`src/common/bcf_pkg.sv`:
```
// Constants, field layout and state type for the buck channel control block
package bcf_pkg;
  // Timing, clock is 20 MHz
  localparam int SYS_PERIOD_NS = 50;
  localparam int US_NS         = 1000;
  localparam int US_CYC        = US_NS / SYS_PERIOD_NS;
  localparam int MIN_ON_NS     = 40;
  localparam int MIN_ON_CYC    = (MIN_ON_NS + SYS_PERIOD_NS - 1) / SYS_PERIOD_NS;
  localparam int DLY_STEP_US   = 250;
  localparam int OC_RESTART_MS = 200;
  localparam int OC_RESTART_US = OC_RESTART_MS * 1000;
  localparam int SAMPLE_CYC    = 16;

  // current_limit_and_warning fields, 5 mV per code
  localparam int ILIM_LIM_LSB    = 0;
  localparam int ILIM_LIM_W      = 6;
  localparam int ILIM_MARGIN_LSB = 6;
  localparam int ILIM_MARGIN_W   = 2;
  localparam int MARGIN_STEP     = 2;

  // soft_start_delay_ramp and soft_stop_delay_ramp fields
  localparam int RAMP_DLY_LSB  = 10;
  localparam int RAMP_DLY_W    = 6;
  localparam int RAMP_STEP_LSB = 0;
  localparam int RAMP_STEP_W   = 10;

  // switching_frequency_select fields
  localparam int FREQ_OSC_LSB = 4;
  localparam int FREQ_DIV_LSB = 0;
  localparam int FREQ_SEL_W   = 3;
  localparam int OSC_BASE_KHZ = 48000;
  localparam int OSC_STEP_KHZ = 3200;
  localparam int OSC_PER_DIV  = 16;
  localparam int PWM_MIN_KHZ  = 300;

  // Reset values and thresholds
  localparam logic [7:0] REF_RST    = 8'h00;
  localparam logic [7:0] DISCH_REF  = 8'h00;
  localparam logic [2:0] DIV_ILLEGAL = 3'h0;

  typedef enum logic [2:0] {
    ST_OFF, ST_SS_DLY, ST_SS_RAMP, ST_ON, ST_SD_DLY, ST_SD_RAMP, ST_OC_WAIT
  } bcf_state_t;
endpackage : bcf_pkg

```
`src/rtl/bcf_ctrl.sv`:
```
// Fault, soft-start/stop, power-good and PWM timing for the buck channels
//
// Contract
// - OV trip disables channel and followers, latched
// - Any fault or warning routable to GPIO
// - OV shutdown: passive stops pulses, forced holds low-side
// - Current ADC compared to limit and warning
// - Limit code bits 5:0, 5 mV step
// - Margin bits 7:6: 10 to 40 mV below
// - Warning follows current, clears by itself
// - OC stops drive, waits 200 ms, soft-starts
// - OC restarts followers, sets fault flag
// - Soft-start delay bits 15:10, 250 us steps
// - Soft-start ramp microseconds per 50 mV step
// - Soft-stop delay bits 15:10, 250 us steps
// - Soft-stop ramp microseconds per 50 mV step
// - Power-good high inside 20 mV window
// - Power-good delay starts after soft-start ends
// - Oscillator code selects 48 to 25.6 MHz
// - Divider code zero and sub-300 kHz invalid
// - Minimum high-side on time 40 ns
// - OV detection active always, sets fault bit
// - Sixteen oscillator cycles low-side each period
`timescale 1ns/1ps
module bcf_ctrl #(
  parameter int NCH           = 4,
  parameter int OC_RESTART_US = bcf_pkg::OC_RESTART_US
) (
  input  wire logic               CLK_SYS,
  input  wire logic               RST,
  input  wire logic [NCH-1:0]     CH_EN,
  input  wire logic [NCH*8-1:0]   ILIM_CFG,
  input  wire logic [NCH*16-1:0]  SS_CFG,
  input  wire logic [NCH*16-1:0]  SD_CFG,
  input  wire logic [7:0]         FREQ_CFG,
  input  wire logic [NCH*8-1:0]   VOUT_TARGET,
  input  wire logic [NCH*8-1:0]   PG_MAX,
  input  wire logic [NCH*8-1:0]   PG_MIN,
  input  wire logic [NCH*8-1:0]   PG_DLY,
  input  wire logic [NCH*NCH-1:0] FOLLOW,
  input  wire logic [NCH-1:0]     OV_FORCED,
  input  wire logic [NCH*3-1:0]   GPIO_MAP,
  input  wire logic [NCH-1:0]     OV_TRIP,
  input  wire logic [NCH*8-1:0]   ISENSE,
  input  wire logic [NCH*8-1:0]   VOUT_ADC,
  input  wire logic [NCH*8-1:0]   DUTY,
  input  wire logic [NCH-1:0]     OC_CLR,
  input  wire logic [NCH-1:0]     OV_CLR,
  output logic      [NCH-1:0]     GATE_HI,
  output logic      [NCH-1:0]     GATE_LO,
  output logic      [NCH*8-1:0]   REF_CODE,
  output logic      [NCH-1:0]     PGOOD,
  output logic      [NCH-1:0]     OC_FAULT,
  output logic      [NCH-1:0]     OV_FAULT,
  output logic      [NCH-1:0]     OC_WARN,
  output logic                    FAULT_GPIO,
  output logic      [15:0]        OSC_KHZ,
  output logic                    FREQ_BAD
);

  bcf_pkg::bcf_state_t st [NCH];
  logic [17:0]         cnt [NCH];
  logic [17:0]         pg_cnt [NCH];
  logic [NCH-1:0]      ov_s1;
  logic [NCH-1:0]      ov_s2;
  logic [NCH-1:0]      ov_lock;
  logic [NCH-1:0]      ov_kill;
  logic [NCH-1:0]      oc_now;
  logic [NCH-1:0]      oc_kill;
  logic [NCH-1:0]      running;
  logic [4:0]          pre;
  logic                us_tick;
  logic [7:0]          pcnt;
  logic [7:0]          period;
  logic [2:0]          osc_code;
  logic [2:0]          div_code;
  logic [15:0]         next_osc_khz;
  logic                next_freq_bad;
  logic [NCH*3-1:0]    status;

  assign osc_code = FREQ_CFG[bcf_pkg::FREQ_OSC_LSB +: bcf_pkg::FREQ_SEL_W];
  assign div_code = FREQ_CFG[bcf_pkg::FREQ_DIV_LSB +: bcf_pkg::FREQ_SEL_W];
  assign period   = 8'({div_code, 4'h0}) + 8'(bcf_pkg::OSC_PER_DIV);
  assign status   = {OC_WARN, OC_FAULT, OV_FAULT};

  // Oscillator and divider decode
  always_comb begin
    next_osc_khz  = 16'(bcf_pkg::OSC_BASE_KHZ) - 16'(bcf_pkg::OSC_STEP_KHZ * osc_code);
    next_freq_bad = (div_code == bcf_pkg::DIV_ILLEGAL) ||
                    (next_osc_khz < 16'(bcf_pkg::PWM_MIN_KHZ * bcf_pkg::OSC_PER_DIV *
                                        (div_code + 1)));
  end

  always_ff @(posedge CLK_SYS) begin
    if (RST) begin
      OSC_KHZ  <= 16'(bcf_pkg::OSC_BASE_KHZ);
      FREQ_BAD <= 1'b1;
    end else begin
      OSC_KHZ  <= next_osc_khz;
      FREQ_BAD <= next_freq_bad;
    end
  end

  // The system clock stands in for the main oscillator, so the divider never shifts delays
  always_ff @(posedge CLK_SYS) begin
    if (RST) begin
      pre     <= 5'h00;
      us_tick <= 1'b0;
    end else begin
      us_tick <= (pre == 5'(bcf_pkg::US_CYC - 1));
      pre     <= (pre == 5'(bcf_pkg::US_CYC - 1)) ? 5'h00 : pre + 5'h01;
    end
  end

  // Shared switching period counter, one count per oscillator cycle
  always_ff @(posedge CLK_SYS) begin
    if (RST) begin
      pcnt <= 8'h00;
    end else begin
      pcnt <= (pcnt >= period - 8'h01) ? 8'h00 : pcnt + 8'h01;
    end
  end

  // Comparator output is asynchronous to this clock
  always_ff @(posedge CLK_SYS) begin
    if (RST) begin
      ov_s1 <= '0;
      ov_s2 <= '0;
    end else begin
      ov_s1 <= OV_TRIP;
      ov_s2 <= ov_s1;
    end
  end

  // Fault spreading to follower channels
  always_comb begin
    ov_kill = ov_s2;
    oc_kill = oc_now;
    for (int i = 0; i < NCH; i++) begin
      for (int j = 0; j < NCH; j++) begin
        if (FOLLOW[i*NCH+j] && ov_s2[i]) ov_kill[j] = 1'b1;
        if (FOLLOW[i*NCH+j] && oc_now[i]) oc_kill[j] = 1'b1;
      end
    end
  end

  always_ff @(posedge CLK_SYS) begin
    if (RST) begin
      ov_lock <= '0;
    end else begin
      ov_lock <= (ov_lock & CH_EN) | ov_kill;
    end
  end

  // Sticky flags, a new event wins over a clear in the same cycle
  always_ff @(posedge CLK_SYS) begin
    if (RST) begin
      OV_FAULT <= '0;
      OC_FAULT <= '0;
    end else begin
      OV_FAULT <= (OV_FAULT & ~OV_CLR) | ov_s2;
      OC_FAULT <= (OC_FAULT & ~OC_CLR) | oc_now;
    end
  end

  always_ff @(posedge CLK_SYS) begin
    if (RST) begin
      FAULT_GPIO <= 1'b0;
    end else begin
      FAULT_GPIO <= |(status & GPIO_MAP);
    end
  end

  for (genvar i = 0; i < NCH; i++) begin : g_ch
    logic [5:0]  lim;
    logic [1:0]  margin;
    logic [7:0]  warn_thr;
    logic [7:0]  isn;
    logic [17:0] tlim;
    logic        tdone;
    logic [7:0]  on_len;
    logic [7:0]  max_on;
    logic        hi_n;
    logic [7:0]  tgt;
    logic [7:0]  vout;
    logic [17:0] pg_lim;

    assign lim    = ILIM_CFG[i*8 + bcf_pkg::ILIM_LIM_LSB +: bcf_pkg::ILIM_LIM_W];
    assign margin = ILIM_CFG[i*8 + bcf_pkg::ILIM_MARGIN_LSB +: bcf_pkg::ILIM_MARGIN_W];
    assign isn    = ISENSE[i*8 +: 8];
    assign tgt    = VOUT_TARGET[i*8 +: 8];
    assign vout   = VOUT_ADC[i*8 +: 8];
    assign running[i] = !FREQ_BAD && (st[i] inside {bcf_pkg::ST_SS_RAMP, bcf_pkg::ST_ON,
                                                    bcf_pkg::ST_SD_DLY, bcf_pkg::ST_SD_RAMP});
    assign oc_now[i] = running[i] && (isn >= {2'b00, lim});
    assign pg_lim = 18'(PG_DLY[i*8 +: 8]) * 18'(bcf_pkg::DLY_STEP_US);

    // Margin is 10 mV per code step, floored at zero
    always_comb begin
      warn_thr = ({2'b00, lim} > 8'(bcf_pkg::MARGIN_STEP * (margin + 1))) ?
                 {2'b00, lim} - 8'(bcf_pkg::MARGIN_STEP * (margin + 1)) : 8'h00;
    end

    // Time limit for whatever the current state is waiting on
    always_comb begin
      unique case (st[i])
        bcf_pkg::ST_SS_DLY:
          tlim = 18'(SS_CFG[i*16 + bcf_pkg::RAMP_DLY_LSB +: bcf_pkg::RAMP_DLY_W]) *
                 18'(bcf_pkg::DLY_STEP_US);
        bcf_pkg::ST_SS_RAMP:
          tlim = 18'(SS_CFG[i*16 + bcf_pkg::RAMP_STEP_LSB +: bcf_pkg::RAMP_STEP_W]);
        bcf_pkg::ST_SD_DLY:
          tlim = 18'(SD_CFG[i*16 + bcf_pkg::RAMP_DLY_LSB +: bcf_pkg::RAMP_DLY_W]) *
                 18'(bcf_pkg::DLY_STEP_US);
        bcf_pkg::ST_SD_RAMP:
          tlim = 18'(SD_CFG[i*16 + bcf_pkg::RAMP_STEP_LSB +: bcf_pkg::RAMP_STEP_W]);
        bcf_pkg::ST_OC_WAIT: tlim = 18'(OC_RESTART_US);
        default: tlim = 18'h00000;
      endcase
    end
    assign tdone = us_tick && (cnt[i] + 18'h00001 >= tlim);

    // Channel sequencer
    always_ff @(posedge CLK_SYS) begin
      if (RST) begin
        st[i]            <= bcf_pkg::ST_OFF;
        cnt[i]           <= 18'h00000;
        REF_CODE[i*8+:8] <= bcf_pkg::REF_RST;
      end else if (ov_kill[i]) begin
        st[i]            <= bcf_pkg::ST_OFF;
        cnt[i]           <= 18'h00000;
        REF_CODE[i*8+:8] <= bcf_pkg::REF_RST;
      end else if (oc_kill[i] && CH_EN[i] && !ov_lock[i] && st[i] != bcf_pkg::ST_OC_WAIT) begin
        st[i]            <= bcf_pkg::ST_OC_WAIT;
        cnt[i]           <= 18'h00000;
        REF_CODE[i*8+:8] <= bcf_pkg::REF_RST;
      end else begin
        cnt[i] <= tdone ? 18'h00000 : (us_tick ? cnt[i] + 18'h00001 : cnt[i]);
        unique case (st[i])
          bcf_pkg::ST_OFF: begin
            if (CH_EN[i] && !ov_lock[i]) begin
              st[i]  <= bcf_pkg::ST_SS_DLY;
              cnt[i] <= 18'h00000;
            end
          end
          bcf_pkg::ST_SS_DLY, bcf_pkg::ST_OC_WAIT: begin
            if (!CH_EN[i]) begin
              st[i] <= bcf_pkg::ST_OFF;
            end else if (tdone) begin
              st[i] <= (st[i] == bcf_pkg::ST_OC_WAIT) ? bcf_pkg::ST_SS_DLY :
                       bcf_pkg::ST_SS_RAMP;
            end
          end
          bcf_pkg::ST_SS_RAMP: begin
            if (!CH_EN[i]) begin
              st[i]  <= bcf_pkg::ST_SD_DLY;
              cnt[i] <= 18'h00000;
            end else if (tdone) begin
              if (REF_CODE[i*8+:8] >= tgt) st[i] <= bcf_pkg::ST_ON;
              else REF_CODE[i*8+:8] <= REF_CODE[i*8+:8] + 8'h01;
            end
          end
          bcf_pkg::ST_ON: begin
            REF_CODE[i*8+:8] <= tgt;
            if (!CH_EN[i]) begin
              st[i]  <= bcf_pkg::ST_SD_DLY;
              cnt[i] <= 18'h00000;
            end
          end
          bcf_pkg::ST_SD_DLY: begin
            if (tdone) st[i] <= bcf_pkg::ST_SD_RAMP;
          end
          bcf_pkg::ST_SD_RAMP: begin
            if (tdone) begin
              if (REF_CODE[i*8+:8] <= bcf_pkg::DISCH_REF) st[i] <= bcf_pkg::ST_OFF;
              else REF_CODE[i*8+:8] <= REF_CODE[i*8+:8] - 8'h01;
            end
          end
        endcase
      end
    end

    // Power-good delay only runs once the ramp has finished
    always_ff @(posedge CLK_SYS) begin
      if (RST) begin
        pg_cnt[i] <= 18'h00000;
        PGOOD[i]  <= 1'b0;
      end else begin
        if (st[i] != bcf_pkg::ST_ON) pg_cnt[i] <= 18'h00000;
        else if (us_tick && pg_cnt[i] < pg_lim) pg_cnt[i] <= pg_cnt[i] + 18'h00001;
        PGOOD[i] <= (st[i] == bcf_pkg::ST_ON) && (pg_cnt[i] >= pg_lim) &&
                    (vout >= PG_MIN[i*8+:8]) && (vout <= PG_MAX[i*8+:8]);
      end
    end

    always_ff @(posedge CLK_SYS) begin
      if (RST) begin
        OC_WARN[i] <= 1'b0;
      end else begin
        OC_WARN[i] <= running[i] && (isn >= warn_thr);
      end
    end

    // On time is clamped; the low-side tail is kept for current sampling
    always_comb begin
      max_on = period - 8'(bcf_pkg::SAMPLE_CYC);
      on_len = DUTY[i*8+:8];
      if (on_len < 8'(bcf_pkg::MIN_ON_CYC)) on_len = 8'(bcf_pkg::MIN_ON_CYC);
      if (on_len > max_on) on_len = max_on;
      hi_n = running[i] && (pcnt < on_len);
    end

    always_ff @(posedge CLK_SYS) begin
      if (RST) begin
        GATE_HI[i] <= 1'b0;
        GATE_LO[i] <= 1'b0;
      end else begin
        GATE_HI[i] <= hi_n && !ov_kill[i];
        GATE_LO[i] <= (running[i] && !hi_n && !ov_kill[i]) ||
                      ((ov_lock[i] || ov_kill[i]) && OV_FORCED[i]);
      end
    end

  end
endmodule : bcf_ctrl

```
`config.mk`:
```
export PLATFORM = sky130hd
export DESIGN_NAME = bcf_ctrl
export DESIGN_NICKNAME = d
export VERILOG_FILES = /design/src/common/bcf_pkg.sv /design/src/rtl/bcf_ctrl.sv
export SDC_FILE = /design/constraint.sdc
export NUM_CORES = 2
export LEC_CHECK = 0
export BUFFER_PORTS_ARGS = -buffer_cell sky130_fd_sc_hd__buf_2
export CAP_MARGIN = 20
export CORE_MARGIN = 2
export CORE_UTILIZATION = 50
export DETAILED_ROUTE_END_ITERATION = 8
export MAX_ROUTING_LAYER = met4
export PLACE_DENSITY = 0.74
export SYNTH_ARGS = -nofsm -noshare
export SYNTH_HDL_FRONTEND = slang
export SYNTH_SLANG_ARGS = --single-unit
```
`constraint.sdc`:
```
create_clock -name CLK_SYS -period 6.1 [get_ports CLK_SYS]
set_clock_uncertainty 0.2 [all_clocks]
set_input_delay 0.61 -clock CLK_SYS [delete_from_list [all_inputs] [get_ports CLK_SYS]]
set_output_delay 0.61 -clock CLK_SYS [all_outputs]
set_load 0.05 [all_outputs]
```
==> run summary <==
Register area share after synthesis -> 18.3%
VDD IR max -> 169 µV
Tmin final -> 5.84 ns
DRC violations left -> 0
Area leader, netlist -> ha_1
Clock transition at path regs -> 0.05 ns
Root Driver -> clkbuf_16
HPWL Detailed -> 78.9 mm
CP max-delay cell -> fa_1
Initial DRT Pass Iterations -> 7
FF/Latch Area -> 6550 µm²
Most numerous cell in the Yosys netlist -> ha_1
Starting Density -> 50.7%
Setup crit end kind -> flip-flop
Post-CTS Setup Bufs -> 0
Yosys warnings -> 0
Avg Cell Area, Syn -> 8.97 µm²
Initial antenna violation count -> 22
Critical path buffers and inverters -> 3
P&R area growth vs syn -> 17.9%
Ys async rst share -> 0%
Row count -> 97
Yosys reg bits -> 249
CTS H-Tree Depth -> 2
WP data arrival -> 5.86 ns
Via count -> 30100
Post-synth EDFFs -> 156
Highest Clock Rate -> 0.171 GHz
CP Cell Sequence -> buf_2 -> fa_1 -> inv_1 -> fa_1 -> fa_1 -> inv_1 -> fa_1 -> ha_1 -> nand2b_1 -> a21oi_1 -> o311a_1 -> o21a_1 -> or2_2 -> ha_1 -> a21o_1 -> a21o_1 -> a21oi_1 -> o21ai_0 -> a21o_1 -> a2111oi_4 -> nand2_1 -> nand2_4
Maximum fanout along the worst path -> 18
Pre-CTS WS -> -0.385 ns
Chip Height -> 271 µm
Max Slew Vio Count -> 0
Area of placed instances -> 40800 µm²
Drt wl/cell -> 16.5 µm
Die footprint -> 73500 µm²
Crit-path leading delay family -> adder cells
Worst Slack Setup Final -> 0.262 ns
Post-synth cell types -> 98
Mapped Area -> 35700 µm²
Type of origin of the critical path -> input pin
Routed WL -> 93.4 mm
GRT Resource Usage Total -> 25.7%
Pleak -> 21.3 nW
CP dominant cell by count -> fa_1
Ys flop type -> edfxtp_1
Number of fill cells -> 6166
Share of the synthesized area in the top cell type -> 25.7%
Clock sinks -> 249
Pin count of the biggest net entering global routing -> 31
Power Dens Cells -> 271 nW/µm²
Nets -> 6046
Area contributors post-synth -> ha_1 26%, edfxtp_1 13%, fa_1 11%, inv_1 6.1%, dfxtp_1 5.2%
RSZ-0062 raised after global routing -> false
Status -> finished clean
Die W -> 271 µm
Setup violators final -> 0
Crit path largest cell delay -> 0.57 ns
Vias in the first global route -> 30000
Relative slew slack -> 23.0%
MaxCap Viol Count -> 0
Clk buf depth -> 3
Remaining global-route overflow -> 0
TritonCTS clock tree -> done
Top-level I/O count -> 516
Routability cong. -> 0.947
Setup TNS -> 0 ns
Worst skew pair latency -> 0.55 ns
Port buffer count -> 502
Type of the worst setup path -> input pin to flip-flop
Worst Tran Pin Value -> 1.14 ns
CP Data Required Time -> 6.12 ns
Final ANT Viol Nets -> 0
Ratio of cells with drive above 1 in the final layout -> 18.3%
Most common library cells after synthesis -> 732 x ha_1, 584 x inv_1, 290 x nor2_1
Number of hold violations in the final report -> 0
Area occupied by multi-input gates -> 26700 µm²
Core ar. -> 70400 µm²
Hold/Removal Path Class -> input pin to flip-flop
Final instance area -> 42100 µm²
Vias per std cell -> 5.32
First-pass GRT wire length -> 149 mm
Cell count after synthesis -> 3980
TritonCTS buffer count -> 36
Tcrit/Tclk final -> 95.7%
1st-iter DRT viols -> 1665
## state kept, by name (all words and copies together) (netlist names), 5 cells and up
signal and cells:
cnt 72, pg_cnt 72, REF_CODE 32, st 12
OSC_KHZ 9, pcnt 8, pre 5
## area by class of cell
type                       instances  share of cell area, %
inverter                         586                   5.23
timing repair buffer             718                   10.1
antenna                           17                  0.101
clock buffer                      51                   2.35
multi-input combinational       3080                   63.5
sequential                       249                   15.6
tap                              940                   2.80
clock inverter                    15                  0.378
## worst register-to-register path, stage by stage, from the launching register on
cell and delay [ns]:
edfxtp_1 0.57, nor2b_1 0.38, nand2_1 0.31, inv_1 0.58, a222oi_1 0.23, a21boi_2 0.22, ha_1 0.33, nand4_1 0.17
a211oi_1 0.26, a2111oi_2 0.09, o2111a_2 0.30, o21ai_4 0.20, nand3_2 0.14, a21oi_4 0.20, buf_12 0.16, nor2_1 0.05
a311oi_1 0.26
## per-stage QoR
step                      cells  hold WS (ns)  total power, mW  util [%]
after detailed placement   5573         0.223             9.23      58.0
after floorplan            3997         0.214             7.15         -
after global routing       5656        0.0670             12.5      59.8
after CTS                  5639        0.0472             11.4      59.6
after global placement     5573         0.221             9.03      58.0
final                      5656        0.0763             11.4      59.8
## final timing paths
| path | depth (start not counted) | slack (ns) | endpoint | start |
|---|---|---|---|---|
| worst max-delay path | 22 | 0.26 | pg_cnt[3][9] | PG_DLY[24] |
| worst min-delay path | 2 | 0.08 | ov_s1[0] | OV_TRIP[0] |
| worst min register to register | 1 | 0.24 | ov_s2[0] | ov_s1[0] |
| worst max register to register | 16 | 1.35 | REF_CODE[6] | st[0][0] |
## power by group
part	internal [mW]	leakage (nW)	switching, mW
sequential	2.04	2.56	0.286
clock	1.26	0.555	0.827
combinational	3.32	18.2	3.67
total	6.61	21.3	4.79
## cell usage in the layout (no fill, tap or decap), types with 13 or more instances in the layout
master     synthesis  routed
or3_1             15      15
a211oi_1          36      36
nor4_1            22      20
o21a_1            42      42
a21o_1            80      80
a21oi_1          238     234
buf_2              5     502
xnor2_1          157     157
a31oi_1           15      15
a221oi_1          22      22
nand3_1           91      90
clkbuf_1          56      13
inv_1            584     584
nor2b_1          132     132
o21bai_1          21      21
xor2_1           117     117
or2_2             21      21
diode_2            0      17
edfxtp_1         156     156
o21ai_0          129     123
mux2i_1           38      38
a22o_1            18      18
and3_1            47      47
nand4_1           46      46
nand2b_1          88      88
and2_1            21      21
ha_1             732     732
a22oi_1           29      29
nor2_1           290     290
nor3_1            57      56
nand2_1          167     165
buf_4             10     206
conb_1             2      19
clkbuf_16          0      37
dfxtp_1           93      93
fa_1             201     201
## repair_timing
action                                  CTS  global route
endpoints found under the setup margin    0           132
hold buffers                              0             0
resized for setup                         0            28
## metal layers
| metal | vias to the layer above | GRT usage, % | share of wire (%) |
|---|---|---|---|
| li1 | 15200 | - | - |
| met1 | 14100 | 31.5 | 43 |
| met2 | 686 | 42.8 | 48 |
| met3 | 162 | 4.87 | 6.0 |
| met4 | 0 | 7.78 | 2.7 |
| met5 | - | - | 0 |
## cell families after synthesis
family / share of synthesized area, %
buffers and inverters: 7.32
adders and majority gates: 36.9
other: 0.0210
xor gates and xnor gates: 6.72
AOI/OAI and AO/OA: 13.7
DFF: 18.3
and+or+nand+nor: 15.8
muxes: 1.13
(Power assumes the default switching activity.)
